==> config.mk <==
export PLATFORM = sky130hd
export DESIGN_NAME = twc_client
export DESIGN_NICKNAME = d
export VERILOG_FILES = /design/src/hw/twc_pkg.sv /design/src/hw/twc_client.sv
export SDC_FILE = /design/constraint.sdc
export NUM_CORES = 1
export LEC_CHECK = 0
export ABC_AREA = 0
export BUFFER_PORTS_ARGS = -buffer_cell sky130_fd_sc_hd__buf_2
export CORE_AREA = 2 2 83 105
export CTS_CLUSTER_SIZE = 24
export DETAILED_ROUTE_END_ITERATION = 12
export DIE_AREA = 0 0 85 107
export GPL_TIMING_DRIVEN = 0
export PLACE_DENSITY = 0.67
export SLEW_MARGIN = 20
export SYNTH_ARGS = -nofsm -noshare
export SYNTH_HDL_FRONTEND = slang
export SYNTH_SLANG_ARGS = --single-unit
==> constraint.sdc <==
create_clock -name clk_i -period 4.6 [get_ports clk_i]
set_input_delay 0.69 -clock clk_i [delete_from_list [all_inputs] [get_ports clk_i]]
set_output_delay 0.69 -clock clk_i [all_outputs]
set_load 0.005 [all_outputs]
==> src/hw/twc_pkg.sv <==
// Constants and types shared by the two-wire client block
package twc_pkg;
  // Register indices; the byte address is four times the index
  localparam logic [5:0] IDX_HOST_CTRL_A = 6'h03;
  localparam logic [5:0] IDX_CTRL_A = 6'h09;
  localparam logic [5:0] IDX_CTRL_B = 6'h0a;
  localparam logic [5:0] IDX_STATUS = 6'h0b;
  localparam logic [5:0] IDX_MATCH = 6'h0c;
  localparam logic [5:0] IDX_DATA = 6'h0d;
  // Reset value and writable bits
  localparam logic [7:0] REG_RESET = 8'h00;
  localparam logic [7:0] CTRL_A_MASK = 8'he7;
  // Field positions
  localparam int CA_STOP_IRQ_EN = 5;
  localparam int CA_PMEN = 2;
  localparam int CA_SMART_MODE_EN = 1;
  localparam int CA_EN = 0;
  localparam int CB_ACK = 2;
  localparam int ST_COLLISION_FLAG = 3;
  localparam int ST_BUS_ERROR_FLAG = 2;
  localparam int HA_EN = 0;
  // Client command codes
  localparam logic [1:0] CMD_NO_ACTION = 2'h0;
  localparam logic [1:0] CMD_RESERVED = 2'h1;
  localparam logic [1:0] CMD_COMPLETE = 2'h2;
  localparam logic [1:0] CMD_RESPONSE = 2'h3;
  // Where the link goes after an acknowledge bit
  localparam logic [1:0] THEN_IDLE = 2'h0;
  localparam logic [1:0] THEN_RX = 2'h1;
  localparam logic [1:0] THEN_DIF = 2'h2;
  // Misc
  localparam logic [6:0] GENERAL_CALL = 7'h00;
  localparam logic [3:0] BYTE_BITS = 4'h8;
  localparam logic [23:0] DAT_PAD = 24'h000000;
  // Link states, Gray coded in declaration order; the returns from RX and TACK to HOLD flip two bits
  typedef enum logic [2:0] {
    TWC_IDLE = 3'h0, TWC_ADDR = 3'h1, TWC_HOLD = 3'h3, TWC_ACK = 3'h2,
    TWC_RX = 3'h6, TWC_TX = 3'h7, TWC_TACK = 3'h5
  } twc_state_t;
  // Client status register layout
  typedef struct packed {
    logic data_irq_flag; logic addr_stop_irq_flag; logic hold; logic received_ack_status;
    logic collision_flag; logic bus_error_flag; logic dir; logic ap;
  } twc_status_t;
  // One Wishbone request bundled
  typedef struct packed {
    logic [7:0] adr; logic we; logic [3:0] sel; logic [31:0] dat;
  } twc_wb_req_t;
endpackage

==> src/hw/twc_client.sv <==
// Two-wire client: command, status and address registers with its link engine
//
// Notes on behaviour
// - Ack select 0 sends ACK, 1 sends NACK
// - Smart mode: data read in host write performs acknowledge action
// - Data write never performs the acknowledge action
// - Command field is a strobe, reads zero
// - Code 0 does nothing; code 1 reserved
// - Code 2 ends transaction, waits for start
// - Code 3, host write: ack, receive next
// - Code 3 after address, read: ack, data flag
// - Code 3 after data, read: send byte, ack
// - Ack select updates before same-write command
// - Data flag set on byte end; an ack collision sets the address flag instead
// - Data access or command clears both flags
// - Address flag set on match or stop
// - Hold state holds clock low; a response or complete command, or a smart read, releases it
// - Received-ack bit records host's last ack
// - Collision on lost high bit or on NACK after address
// - Collision clears on write one or start
// - Bus error on bad start/stop; write-one clears
// - Bus error needs host enable set
// - Direction holds last address read/write bit
// - Cause bit: 0 stop, 1 address
// - Match address upper bits; bit0 general call
// - Stop sets address flag only if enabled
`timescale 1ns/1ps
module twc_client (
  input wire logic clk_i,
  input wire logic rst_i,
  input wire logic cyc_i,
  input wire logic stb_i,
  input wire logic we_i,
  input wire logic [7:0] adr_i,
  input wire logic [3:0] sel_i,
  input wire logic [31:0] dat_i,
  output logic [31:0] dat_o,
  output logic ack_o,
  input wire logic scl_i,
  input wire logic sda_i,
  output logic scl_o,
  output logic scl_oe_o,
  output logic sda_o,
  output logic sda_oe_o
);

  // ----------------------------------------------------------------
  // Helpers
  // ----------------------------------------------------------------
  // Register index hit for a request
  function automatic logic hit(input twc_pkg::twc_wb_req_t r, input logic [5:0] idx);
    return r.adr[7:2] == idx;
  endfunction

  // Address match against match register
  function automatic logic addr_match(input logic [7:0] a, input logic [7:0] m, input logic perm);
    logic gc;
    gc = m[0] && (a[7:1] == twc_pkg::GENERAL_CALL);
    return perm || (a[7:1] == m[7:1]) || gc;
  endfunction

  // ----------------------------------------------------------------
  // Bus request decode
  // ----------------------------------------------------------------
  twc_pkg::twc_wb_req_t req; // Bundled request
  logic ack; // Registered ack
  logic [7:0] rdata; // Registered read byte
  logic done; // Cycle where the access takes effect
  logic wr; // Effective write on low lane
  logic rd; // Effective read
  logic cmd_wr; // Write to control B
  logic data_wr; // Write to data register
  logic data_rd; // Read of data register
  logic stat_wr; // Write to status register
  logic flag_clr; // Clears both interrupt flags

  assign req = '{adr: adr_i, we: we_i, sel: sel_i, dat: dat_i};
  assign done = cyc_i && stb_i && ack;
  assign wr = done && req.we && req.sel[0];
  assign rd = done && !req.we;
  assign cmd_wr = wr && hit(req, twc_pkg::IDX_CTRL_B);
  assign data_wr = wr && hit(req, twc_pkg::IDX_DATA);
  assign data_rd = rd && hit(req, twc_pkg::IDX_DATA);
  assign stat_wr = wr && hit(req, twc_pkg::IDX_STATUS);
  assign flag_clr = data_wr || data_rd || cmd_wr;
  assign ack_o = ack;
  assign dat_o = {twc_pkg::DAT_PAD, rdata};

  // ----------------------------------------------------------------
  // Software registers
  // ----------------------------------------------------------------
  logic [7:0] ctrl_a; // Client control A
  logic host_en; // Host enable bit
  logic ack_sel; // Acknowledge action select
  logic [7:0] match; // Client match address
  logic next_ack;
  logic [7:0] next_rdata;
  logic [7:0] next_ctrl_a;
  logic next_host_en;
  logic next_ack_sel;
  logic [7:0] next_match;
  twc_pkg::twc_status_t status; // Client status flags
  logic [7:0] shift; // Client data / shift register

  // Next values of the bus-facing registers
  always_comb begin
    next_ack = cyc_i && stb_i && !ack;
    next_ctrl_a = ctrl_a;
    next_host_en = host_en;
    next_ack_sel = ack_sel;
    next_match = match;
    // Read data sampled in the cycle the ack rises
    next_rdata = twc_pkg::REG_RESET;
    if (req.adr[7:2] == twc_pkg::IDX_CTRL_A) begin
      next_rdata = ctrl_a;
    end else if (req.adr[7:2] == twc_pkg::IDX_HOST_CTRL_A) begin
      next_rdata[twc_pkg::HA_EN] = host_en;
    end else if (req.adr[7:2] == twc_pkg::IDX_CTRL_B) begin
      next_rdata[twc_pkg::CB_ACK] = ack_sel; // command bits read zero
    end else if (req.adr[7:2] == twc_pkg::IDX_STATUS) begin
      next_rdata = status;
    end else if (req.adr[7:2] == twc_pkg::IDX_MATCH) begin
      next_rdata = match;
    end else if (req.adr[7:2] == twc_pkg::IDX_DATA) begin
      next_rdata = shift;
    end
    // Writes land on the ack edge
    if (wr && hit(req, twc_pkg::IDX_CTRL_A)) begin
      next_ctrl_a = req.dat[7:0] & twc_pkg::CTRL_A_MASK;
    end
    if (wr && hit(req, twc_pkg::IDX_HOST_CTRL_A)) begin
      next_host_en = req.dat[twc_pkg::HA_EN];
    end
    if (cmd_wr) begin
      next_ack_sel = req.dat[twc_pkg::CB_ACK];
    end
    if (wr && hit(req, twc_pkg::IDX_MATCH)) begin
      next_match = req.dat[7:0];
    end
  end

  // Register the bus-facing state
  always_ff @(posedge clk_i) begin
    if (rst_i) begin
      ack <= 1'b0;
      rdata <= twc_pkg::REG_RESET;
      ctrl_a <= twc_pkg::REG_RESET;
      host_en <= 1'b0;
      ack_sel <= 1'b0;
      match <= twc_pkg::REG_RESET;
    end else begin
      ack <= next_ack;
      rdata <= next_rdata;
      ctrl_a <= next_ctrl_a;
      host_en <= next_host_en;
      ack_sel <= next_ack_sel;
      match <= next_match;
    end
  end

  // ----------------------------------------------------------------
  // Pin synchronisers and bus conditions
  // ----------------------------------------------------------------
  logic scl_meta, scl_sync, scl_prev; // Clock line stages
  logic sda_meta, sda_sync, sda_prev; // Data line stages

  // Two flops per pin, then one more for edges
  always_ff @(posedge clk_i) begin
    if (rst_i) begin
      scl_meta <= 1'b1;
      scl_sync <= 1'b1;
      scl_prev <= 1'b1;
      sda_meta <= 1'b1;
      sda_sync <= 1'b1;
      sda_prev <= 1'b1;
    end else begin
      scl_meta <= scl_i;
      scl_sync <= scl_meta;
      scl_prev <= scl_sync;
      sda_meta <= sda_i;
      sda_sync <= sda_meta;
      sda_prev <= sda_sync;
    end
  end

  logic scl_rise, scl_fall, start_det, stop_det;
  assign scl_rise = scl_sync && !scl_prev;
  assign scl_fall = !scl_sync && scl_prev;
  // Data edges while the clock stays high
  assign start_det = scl_sync && scl_prev && sda_prev && !sda_sync;
  assign stop_det = scl_sync && scl_prev && !sda_prev && sda_sync;

  // ----------------------------------------------------------------
  // Link engine and status flags
  // ----------------------------------------------------------------
  twc_pkg::twc_state_t state; // Link state
  logic [3:0] cnt; // Bits of the current byte
  logic hold_data; // Hold follows data, not address
  logic [1:0] then_go; // Destination after ack bit
  logic sda_oe; // Pulling the data line low
  logic in_addr; // Current ack answers an address
  twc_pkg::twc_state_t next_state;
  logic [3:0] next_cnt;
  logic next_hold_data;
  logic [1:0] next_then;
  logic next_sda_oe;
  logic next_in_addr;
  twc_pkg::twc_status_t next_status;
  logic [7:0] next_shift;
  logic enable, smart, go_resp, go_comp, eff_ack, mid_byte;

  assign enable = ctrl_a[twc_pkg::CA_EN];
  assign smart = ctrl_a[twc_pkg::CA_SMART_MODE_EN];
  // Code 0 and reserved code 1 start nothing
  assign go_resp = (cmd_wr && req.dat[1:0] == twc_pkg::CMD_RESPONSE)
                   || (data_rd && smart && !status.dir);
  assign go_comp = cmd_wr && req.dat[1:0] == twc_pkg::CMD_COMPLETE;
  // Same-write ack select takes effect first
  assign eff_ack = cmd_wr ? req.dat[twc_pkg::CB_ACK] : ack_sel;
  // The clock rise inside a legal stop or repeated start counts one bit, so a torn byte has two or more
  assign mid_byte = (cnt > 4'h1) && (state == twc_pkg::TWC_ADDR
                    || state == twc_pkg::TWC_RX || state == twc_pkg::TWC_TX);

  // Next state of the link and flags
  always_comb begin
    next_state = state;
    next_cnt = cnt;
    next_hold_data = hold_data;
    next_then = then_go;
    next_sda_oe = sda_oe;
    next_in_addr = in_addr;
    next_status = status;
    next_shift = shift;
    // Software clears come first so hardware sets win
    if (flag_clr) begin
      next_status.data_irq_flag = 1'b0;
      next_status.addr_stop_irq_flag = 1'b0;
    end
    if (stat_wr && req.dat[twc_pkg::ST_COLLISION_FLAG]) begin
      next_status.collision_flag = 1'b0;
    end
    if (stat_wr && req.dat[twc_pkg::ST_BUS_ERROR_FLAG]) begin
      next_status.bus_error_flag = 1'b0;
    end
    // A data write loads the shifter but starts nothing
    if (data_wr) begin
      next_shift = req.dat[7:0];
    end
    if (!enable) begin
      // Disabled client lets go of the bus
      next_state = twc_pkg::TWC_IDLE;
      next_sda_oe = 1'b0;
    end else if (start_det) begin
      // Start or repeated start opens an address byte
      if (host_en && mid_byte) begin
        next_status.bus_error_flag = 1'b1;
      end
      next_status.collision_flag = 1'b0;
      next_state = twc_pkg::TWC_ADDR;
      next_cnt = 4'h0;
      next_sda_oe = 1'b0;
    end else if (stop_det) begin
      // Stop ends any transfer
      // Stop inside a byte, or before the address byte was taken
      if (host_en && (mid_byte || state == twc_pkg::TWC_ADDR)) begin
        next_status.bus_error_flag = 1'b1;
      end
      if (ctrl_a[twc_pkg::CA_STOP_IRQ_EN]) begin
        next_status.addr_stop_irq_flag = 1'b1;
        next_status.ap = 1'b0;
      end
      next_state = twc_pkg::TWC_IDLE;
      next_sda_oe = 1'b0;
    end else begin
      unique case (state)
        twc_pkg::TWC_IDLE: begin
          // Waiting for a start
          next_sda_oe = 1'b0;
        end
        twc_pkg::TWC_ADDR: begin
          // Collect address byte, decide at the eighth fall
          if (scl_rise) begin
            next_shift = {shift[6:0], sda_sync};
            next_cnt = cnt + 4'h1;
          end else if (scl_fall && cnt == twc_pkg::BYTE_BITS) begin
            if (addr_match(shift, match, ctrl_a[twc_pkg::CA_PMEN])) begin
              next_status.addr_stop_irq_flag = 1'b1;
              next_status.ap = 1'b1;
              next_status.dir = shift[0];
              next_hold_data = 1'b0;
              next_state = twc_pkg::TWC_HOLD;
            end else begin
              next_state = twc_pkg::TWC_IDLE;
            end
          end
        end
        twc_pkg::TWC_HOLD: begin
          // Clock held low until software answers
          next_cnt = 4'h0;
          next_in_addr = !hold_data;
          if (go_resp) begin
            if (status.dir && hold_data) begin
              // Read after data: send next byte
              next_state = twc_pkg::TWC_TX;
              next_sda_oe = !shift[7];
            end else begin
              // Ack action, then receive or data flag
              next_state = twc_pkg::TWC_ACK;
              next_sda_oe = !eff_ack;
              next_then = status.dir ? twc_pkg::THEN_DIF : twc_pkg::THEN_RX;
            end
          end else if (go_comp) begin
            // Complete: ack only in host write
            if (status.dir) begin
              next_state = twc_pkg::TWC_IDLE;
            end else begin
              next_state = twc_pkg::TWC_ACK;
              next_sda_oe = !eff_ack;
              next_then = twc_pkg::THEN_IDLE;
            end
          end
        end
        twc_pkg::TWC_ACK: begin
          // Drive the acknowledge bit for one clock pulse
          if (scl_rise && !sda_oe && !sda_sync && in_addr) begin
            next_status.collision_flag = 1'b1;
            next_status.addr_stop_irq_flag = 1'b1;
          end else if (scl_fall) begin
            next_sda_oe = 1'b0;
            next_cnt = 4'h0;
            if (!sda_oe || then_go == twc_pkg::THEN_IDLE) begin
              next_state = twc_pkg::TWC_IDLE;
            end else if (then_go == twc_pkg::THEN_RX) begin
              next_state = twc_pkg::TWC_RX;
            end else begin
              next_status.data_irq_flag = 1'b1;
              next_hold_data = 1'b1;
              next_state = twc_pkg::TWC_HOLD;
            end
          end
        end
        twc_pkg::TWC_RX: begin
          // Receive a byte from the host
          if (scl_rise) begin
            next_shift = {shift[6:0], sda_sync};
            next_cnt = cnt + 4'h1;
          end else if (scl_fall && cnt == twc_pkg::BYTE_BITS) begin
            next_status.data_irq_flag = 1'b1;
            next_hold_data = 1'b1;
            next_state = twc_pkg::TWC_HOLD;
          end
        end
        twc_pkg::TWC_TX: begin
          // Send a byte, most significant bit first
          if (scl_rise) begin
            if (!sda_oe && !sda_sync) begin
              next_status.collision_flag = 1'b1;
            end
            next_shift = {shift[6:0], sda_sync};
            next_cnt = cnt + 4'h1;
          end else if (scl_fall) begin
            if (cnt == twc_pkg::BYTE_BITS) begin
              next_sda_oe = 1'b0;
              next_state = twc_pkg::TWC_TACK;
            end else begin
              // After a collision stop driving the line
              next_sda_oe = !shift[7] && !status.collision_flag;
            end
          end
        end
        twc_pkg::TWC_TACK: begin
          // Sample the host acknowledge
          if (scl_rise) begin
            next_status.received_ack_status = sda_sync;
          end else if (scl_fall) begin
            next_status.data_irq_flag = 1'b1;
            next_hold_data = 1'b1;
            next_state = twc_pkg::TWC_HOLD;
          end
        end
        default: begin
          // Unused code recovers to idle
          next_state = twc_pkg::TWC_IDLE;
          next_sda_oe = 1'b0;
        end
      endcase
    end
    // Clock hold status follows the hold state
    next_status.hold = next_state == twc_pkg::TWC_HOLD;
  end

  // Register the link state
  always_ff @(posedge clk_i) begin
    if (rst_i) begin
      state <= twc_pkg::TWC_IDLE;
      cnt <= 4'h0;
      hold_data <= 1'b0;
      then_go <= twc_pkg::THEN_IDLE;
      sda_oe <= 1'b0;
      in_addr <= 1'b0;
      status <= twc_pkg::REG_RESET;
      shift <= twc_pkg::REG_RESET;
    end else begin
      state <= next_state;
      cnt <= next_cnt;
      hold_data <= next_hold_data;
      then_go <= next_then;
      sda_oe <= next_sda_oe;
      in_addr <= next_in_addr;
      status <= next_status;
      shift <= next_shift;
    end
  end

  // Open-drain pins only ever pull low
  assign scl_o = 1'b0;
  assign sda_o = 1'b0;
  assign scl_oe_o = status.hold;
  assign sda_oe_o = sda_oe;
endmodule

==> results of run 1 <==
## metrics by stage
step | std cells | utilization, % | cell area, µm² | total power, mW | setup WS (ps)
floorplan | 451 | - | 3550 | 0.573 | 2200
detailed placement | 577 | 47.2 | 3820 | 0.597 | 1720
global route | 593 | 49.7 | 4030 | 1.11 | 1620
finish | 593 | 49.7 | 4030 | 1.09 | 1850
global placement | 577 | 47.2 | 3820 | 0.596 | 1750
CTS | 593 | 49.7 | 4030 | 1.09 | 1920
## power by group
part	internal (mW)	switching, mW	total, mW	leakage (nW)
combinational	0.0305	0.0418	0.0722	0.964
clock	0.295	0.205	0.500	0.104
sequential	0.513	0.00124	0.515	0.476
## cell usage in the layout (no fill, tap or decap), types with 11 or more instances in the layout
master and count:
o21ai_0 12, conb_1 26, dfxtp_1 59, buf_4 27, clkbuf_1 17, inv_1 11
nand3_1 17, a21oi_1 45, nand2_1 29, nor2_1 54, clkbuf_8 12, buf_2 34
a22oi_1 11, mux2i_1 20
## registers in the layout (all words and copies together) (netlist names), 2 cells and up
name,cells
match,8
shift,8
ctrl_a,6
then_go,2
cnt,4
rdata,8
status,7
state,3
## critical path, delay by kind of cell (launching register included)
kind	cells	cell delay [ps]
adders and majority gates	1	230
DFF	1	480
and+or+nand+nor	4	750
AOI/OAI and AO/OA	2	360
buffers and inverters	2	790
## metal layers
metal	vias to the layer above	GRT usage, %	routed length [µm]
met5	-	0	0
met3	34	4.00	544
met4	0	13.4	386
met1	1558	25.4	3850
li1	1620	-	-
met2	139	38.2	4880
## kinds of logic after synthesis
logic type,after synthesis,share of synthesized area [%]
and+or+nand+nor,164,25.0
DFF,59,34.1
xor gates and xnor gates,9,2.28
muxes,21,6.11
other,1,0.108
AOI/OAI and AO/OA,107,20.4
adders and majority gates,7,2.53
buffers and inverters,58,9.44
## final cells by class
class                           count  area, µm²
Multi-Input combinational cell    334       2050
Fill cell                         804       4070
Inverter                           11       41.3
Buffer                             47        285
Timing Repair Buffer               29        145
Tap cell                           97        121
Sequential cell                    59       1180
Clock inverter                      1       30.0
Clock buffer                       15        176
## synthesized netlist by cell type, types with 2 or more instances
master | number | area [µm²]
a2111oi_0 | 2 | 17.5
a2111oi_2 | 2 | 30.0
a211o_1 | 2 | 17.5
a211oi_1 | 3 | 22.5
a21o_1 | 2 | 15.0
a21oi_1 | 45 | 225
a221oi_1 | 2 | 17.5
a222oi_1 | 3 | 30.0
a22oi_1 | 11 | 82.6
a31oi_1 | 5 | 31.3
and2_1 | 2 | 12.5
buf_2 | 5 | 25.0
buf_4 | 27 | 203
clkbuf_1 | 14 | 52.6
dfxtp_1 | 59 | 1180
ha_1 | 7 | 87.6
inv_1 | 11 | 41.3
mux2i_1 | 20 | 200
nand2_1 | 29 | 109
nand2b_1 | 7 | 43.8
nand3_1 | 17 | 85.1
nand4_1 | 6 | 37.5
nand4b_1 | 5 | 43.8
nor2_1 | 54 | 203
nor2b_1 | 7 | 43.8
nor3_1 | 6 | 30.0
nor4_1 | 6 | 37.5
nor4b_1 | 3 | 26.3
o211ai_1 | 3 | 22.5
o21ai_0 | 12 | 60.1
o221a_2 | 2 | 22.5
o31ai_1 | 2 | 15.0
or2_2 | 6 | 37.5
or3_4 | 2 | 22.5
or4_1 | 3 | 22.5
or4_4 | 2 | 22.5
xnor2_1 | 5 | 43.8
xor2_1 | 4 | 35.0
## worst paths after layout
path	from	to	slack, ps	cells past startpoint
worst max-delay path	state[1]	shift[6]	1850	9
worst min-delay path	scl_meta	scl_sync	410	1
worst max register to register	state[1]	shift[6]	1850	9
worst min register to register	scl_meta	scl_sync	410	1
==> qor.yml, run 1 <==
clkTransAtPathRegs_ps: 60
p_leak_nw: 1.54
place.gp.congestion: 0.958
hp-class: "flip-flop to flip-flop"
postSynthCellCount: 426
critPathMostFrequentCell: "nor2_1"
final_antenna_net_count: 0
cts_tree: "yes"
cts_root_buffer: "clkbuf_8"
async_flop_share_pct: 0
rows: 37
layout_min_cycle_time_ps: 2750
cp_slowest_stage_delay_ps: 480
cts_resized: 0
status: "complete, no violations"
worstPathArrival_ps: 2970
ys_ff_latch: 59
hold_ws_ps: 409
fp.dieH_um: 107
synth_area_um2: 3460
worst-endpoint-required_ps: 4820
dieArea_um2: 9100
max-cap-violations: 0
io_buffers: 29
setup_tns_ps: 0
htreeDepth: 3
cp-end-kind: "flip-flop"
cpMaxStageDelayCell: "dfxtp_1"
slew_headroom_pct: 33.9
grt_first_pass_wirelength_um: 15900
setup_viol_count_final: 0
yosys_warnings: 0
hpwlAfterDp_um: 7260
clockBufferDepth: 2
finalHoldViolCount: 0
critical_path_class: "flip-flop to flip-flop"
wl_um: 9660
critPathLaunchType: "flip-flop"
synth-edff-count: 0
cts_buffers: 9
drive_gt1_share_pct: 19.0
worstMarginPinSlew_ps: 983
grt_antenna_before_repair: 0
grt_pass1_vias: 3279
synth-main-ff-cell: "dfxtp_1"
fmax_ghz: 0.364
wl_per_cell_um: 16.3
vias: 3351
vdd_drop_max_uv: 205
syn_to_final_growth_pct: 16.4
finalClockSkew_ps: 13.7
p_per_area_nw_per_um2: 270
overflow: 0
fin_crit_sh_pct: 59.7
diodes: 0
drtIter0Drc: 329
avgSynthCellArea_um2: 8.12
cts_hold_buf: 0
slew_viol_final: 0
core_um2: 8100
crit_fanout: 10
layout.nets: 549
die_x_um: 85
ios: 88
synth.distinct_cells: 61
grt_use_total_pct: 22.3
post-cts-setup-buffers: 0
cts_sinks: 59
grt_max_degree: 11
dr.pass1.iters: 5
drc_errors: 0
seq_area_frac_synth_pct: 34.1
rsz0062_at_grt: "false"
insertion_delay_ps: 360
cp_cell_sequence: "ha_1, clkbuf_1, nor2_1, a21o_1, nor2_1, clkbuf_1, nor2_1, a21oi_1, nor2_1"
initial_utilization_pct: 42.7
via_per_inst: 5.65
No activity file was read; power rests on OpenSTA's default activity.
==> inputs of run 2 (changes only) <==
--- a/config.mk
+++ b/config.mk
@@ -12,7 +12,7 @@
 export DETAILED_ROUTE_END_ITERATION = 12
 export DIE_AREA = 0 0 85 107
 export GPL_TIMING_DRIVEN = 0
-export PLACE_DENSITY = 0.67
+export PLACE_DENSITY = 0.69
 export SLEW_MARGIN = 20
 export SYNTH_ARGS = -nofsm -noshare
 export SYNTH_HDL_FRONTEND = slang
==> constraint.sdc (replaced) <==
create_clock -name clk_i -period 2.3 [get_ports clk_i]
set_input_delay 0.345 -clock clk_i [delete_from_list [all_inputs] [get_ports clk_i]]
set_output_delay 0.345 -clock clk_i [all_outputs]
set_load 0.005 [all_outputs]
==> run 2 against run 1 <==
  * Die area did not move
  * Sequential power rose by 100%
  * Design area is 1.3% higher
==> qor.yml, run 2 (same netlist as run 1, synthesis figures left out) <==
initial_utilization_pct: 42.7  # unchanged
cts_root_buffer: "clkbuf_8"
fp.dieH_um: 107  # unchanged
layout_min_cycle_time_ps: 2220
p_leak_nw: 1.56  # +0.80%
p_sw_mw: 0.497  # +100%
cts_buffers: 9  # unchanged
drive_gt1_share_pct: 21.2  # +2.3 points
finalHoldViolCount: 0  # unchanged
cpMaxStageDelayCell: "nor3_1"
vdd_drop_max_uv: 381  # +86%
insertion_delay_ps: 360  # about the same
htreeDepth: 3  # unchanged
vias: 3369  # +0.54%
slew_headroom_pct: 35.1  # +1.2 points
die_x_um: 85  # unchanged
fin_crit_sh_pct: 96.6
status: "complete, no violations"
dieArea_um2: 9100  # unchanged
hold_path_end: "scl_meta"
finalClockSkew_ps: 10.9  # -2.84 ps
grt_max_degree: 11  # unchanged
cts_sinks: 59  # unchanged
critical_path_class: "input pin to flip-flop"
cp_cell_sequence: "buf_2, or3_4, nor3_1, and2_1, buf_2, mux2i_1, nor2_1"
grt_pass1_vias: 3301  # +0.67%
p_clk_share_pct: 44.9  # -1.1 points
ios: 88  # unchanged
hp-class: "input pin to flip-flop"
critPathMostFrequentCell: "buf_2"
fmax_ghz: 0.450
max-cap-violations: 0  # unchanged
worstMarginPinSlew_ps: 966  # -17.2 ps
internal_power_mw: 1.64  # +95%
reg2reg_depth: 9  # unchanged
place.gp.congestion: 0.954  # -0.46%
seqPwrFrac_pct: 48.2  # +0.9 points
grt_antenna_before_repair: 0  # unchanged
p_comb_share_pct: 6.9  # +0.3 points
worst-endpoint-required_ps: 2520  # -2300 ps
hp-start: "scl_i"
wl_um: 9820  # +1.6%
final_antenna_net_count: 0  # unchanged
r2r_start: "cnt[0]"
via_per_inst: 5.69  # +0.71%
overflow: 0  # unchanged
fillers: 781  # -2.9%
whs_path_depth: 2  # +1
slew_viol_final: 0  # unchanged
hpwlAfterDp_um: 7220  # -0.54%
post-route-util_pct: 50.4  # +0.65 points
grt_use_total_pct: 22.8  # +0.53 points
worstPathArrival_ps: 2450  # -520 ps
drc_errors: 0  # unchanged
clockBufferDepth: 2  # unchanged
rsz0062_at_grt: "false"
grt_first_pass_wirelength_um: 16100  # +1.2%
rr_endpoint: "state[0]"
layout.nets: 549  # unchanged
dpl_cell_area_um2: 3820  # unchanged
setup_viol_count_final: 0  # unchanged
swShare_pct: 23.2  # +0.44 points
crit_fanout: 7  # -3
layout_common_cells: "57 x dfxtp_1, 53 x nor2_1, 45 x a21oi_1"
diodes: 0  # unchanged
critPathLaunchType: "input pin"
layout_commonest_cell: "dfxtp_1"
p_per_area_nw_per_um2: 524  # +94%
cp_slowest_stage_delay_ps: 790  # +310 ps
dr.pass1.iters: 5  # unchanged
cts_tree: "yes"
io_buffers: 29  # unchanged
wl_per_cell_um: 16.6  # +1.8%
syn_to_final_growth_pct: 17.9
core_um2: 8100  # unchanged
reg_top3: "match x8, rdata x8, shift x8"
drtIter0Drc: 265  # -19%
rows: 37  # unchanged
cp-end-kind: "flip-flop"
clkTransAtPathRegs_ps: 60  # about the same
r2r_slack_ps: 130  # -1720 ps
design_area_um2: 4080  # +1.3%
==> run 2: stage by stage <==
step           setup WS (ps)  hold WS (ps)  setup TNS, ps  power, mW  instances
2_1_floorplan            193           389              0       1.15        451
3_3_place_gp            -297           392          -3390       1.19        577
3_5_place_dp            -327           399          -3830       1.19        577
4_1_cts                 34.3           166              0       2.15        593
5_1_grt                0.387           182              0       2.20        592
6_report                77.4           182              0       2.14        592
==> run 2: per-layer routing <==
metal  GRT usage (%)  routed length, µm
met5               0                  0
met4            15.9                474
met3            3.93                500
met1            25.2               3900
met2            39.2               4940
==> run 2: critical path: cells and delay by family <==
family                 cells  cell delay (ps)
multiplexers               1              250
AND/OR/NAND/NOR            4             1480
buffers and inverters      2              360
==> run 2: power by group through the flow <==
stage               Combinational [mW]  Clock [mW]  Sequential (mW)
floorplan                       0.0942           0             1.05
global placement                 0.140           0             1.05
detailed placement               0.142           0             1.05
CTS                              0.143       0.976             1.03
global route                     0.161        1.01             1.03
finish                           0.147       0.960             1.03
==> run 2: final cells by class <==
type	instances	area [µm²]	share of cell area, %
multi-input cells	334	2100	51.4
flip-flops and latches	59	1180	29.0
plain buffers	46	290	7.11
clock buffers	13	159	3.89
repair buffers	30	153	3.74
well taps	97	121	2.97
inverters	11	41.3	1.01
clock inverters	2	35.0	0.859
==> run 2: worst max-delay path by stage <==
stage / start / endpoint / slack [ps] / cells after the start
2_1_floorplan: state[0] / cnt[0] / 190 / 8
3_3_place_gp: state[1] / shift[7] / -300 / 9
3_5_place_dp: state[0] / shift[6] / -330 / 9
4_1_cts: shift[7] / state[0] / 30 / 6
5_1_grt: scl_prev / hold_data / 0.4 / 7
6_report: adr_i[4] / ctrl_a[1] / 80 / 7
==> run 2: repair_timing <==
action / in CTS / in global routing
endpoints found under the setup margin: 12 / 11
buffers inserted: 1 / 0
hold buffers: 0 / 0
resized for setup: 8 / 11
pin swaps: 1 / 0
gates cloned: 0 / 0
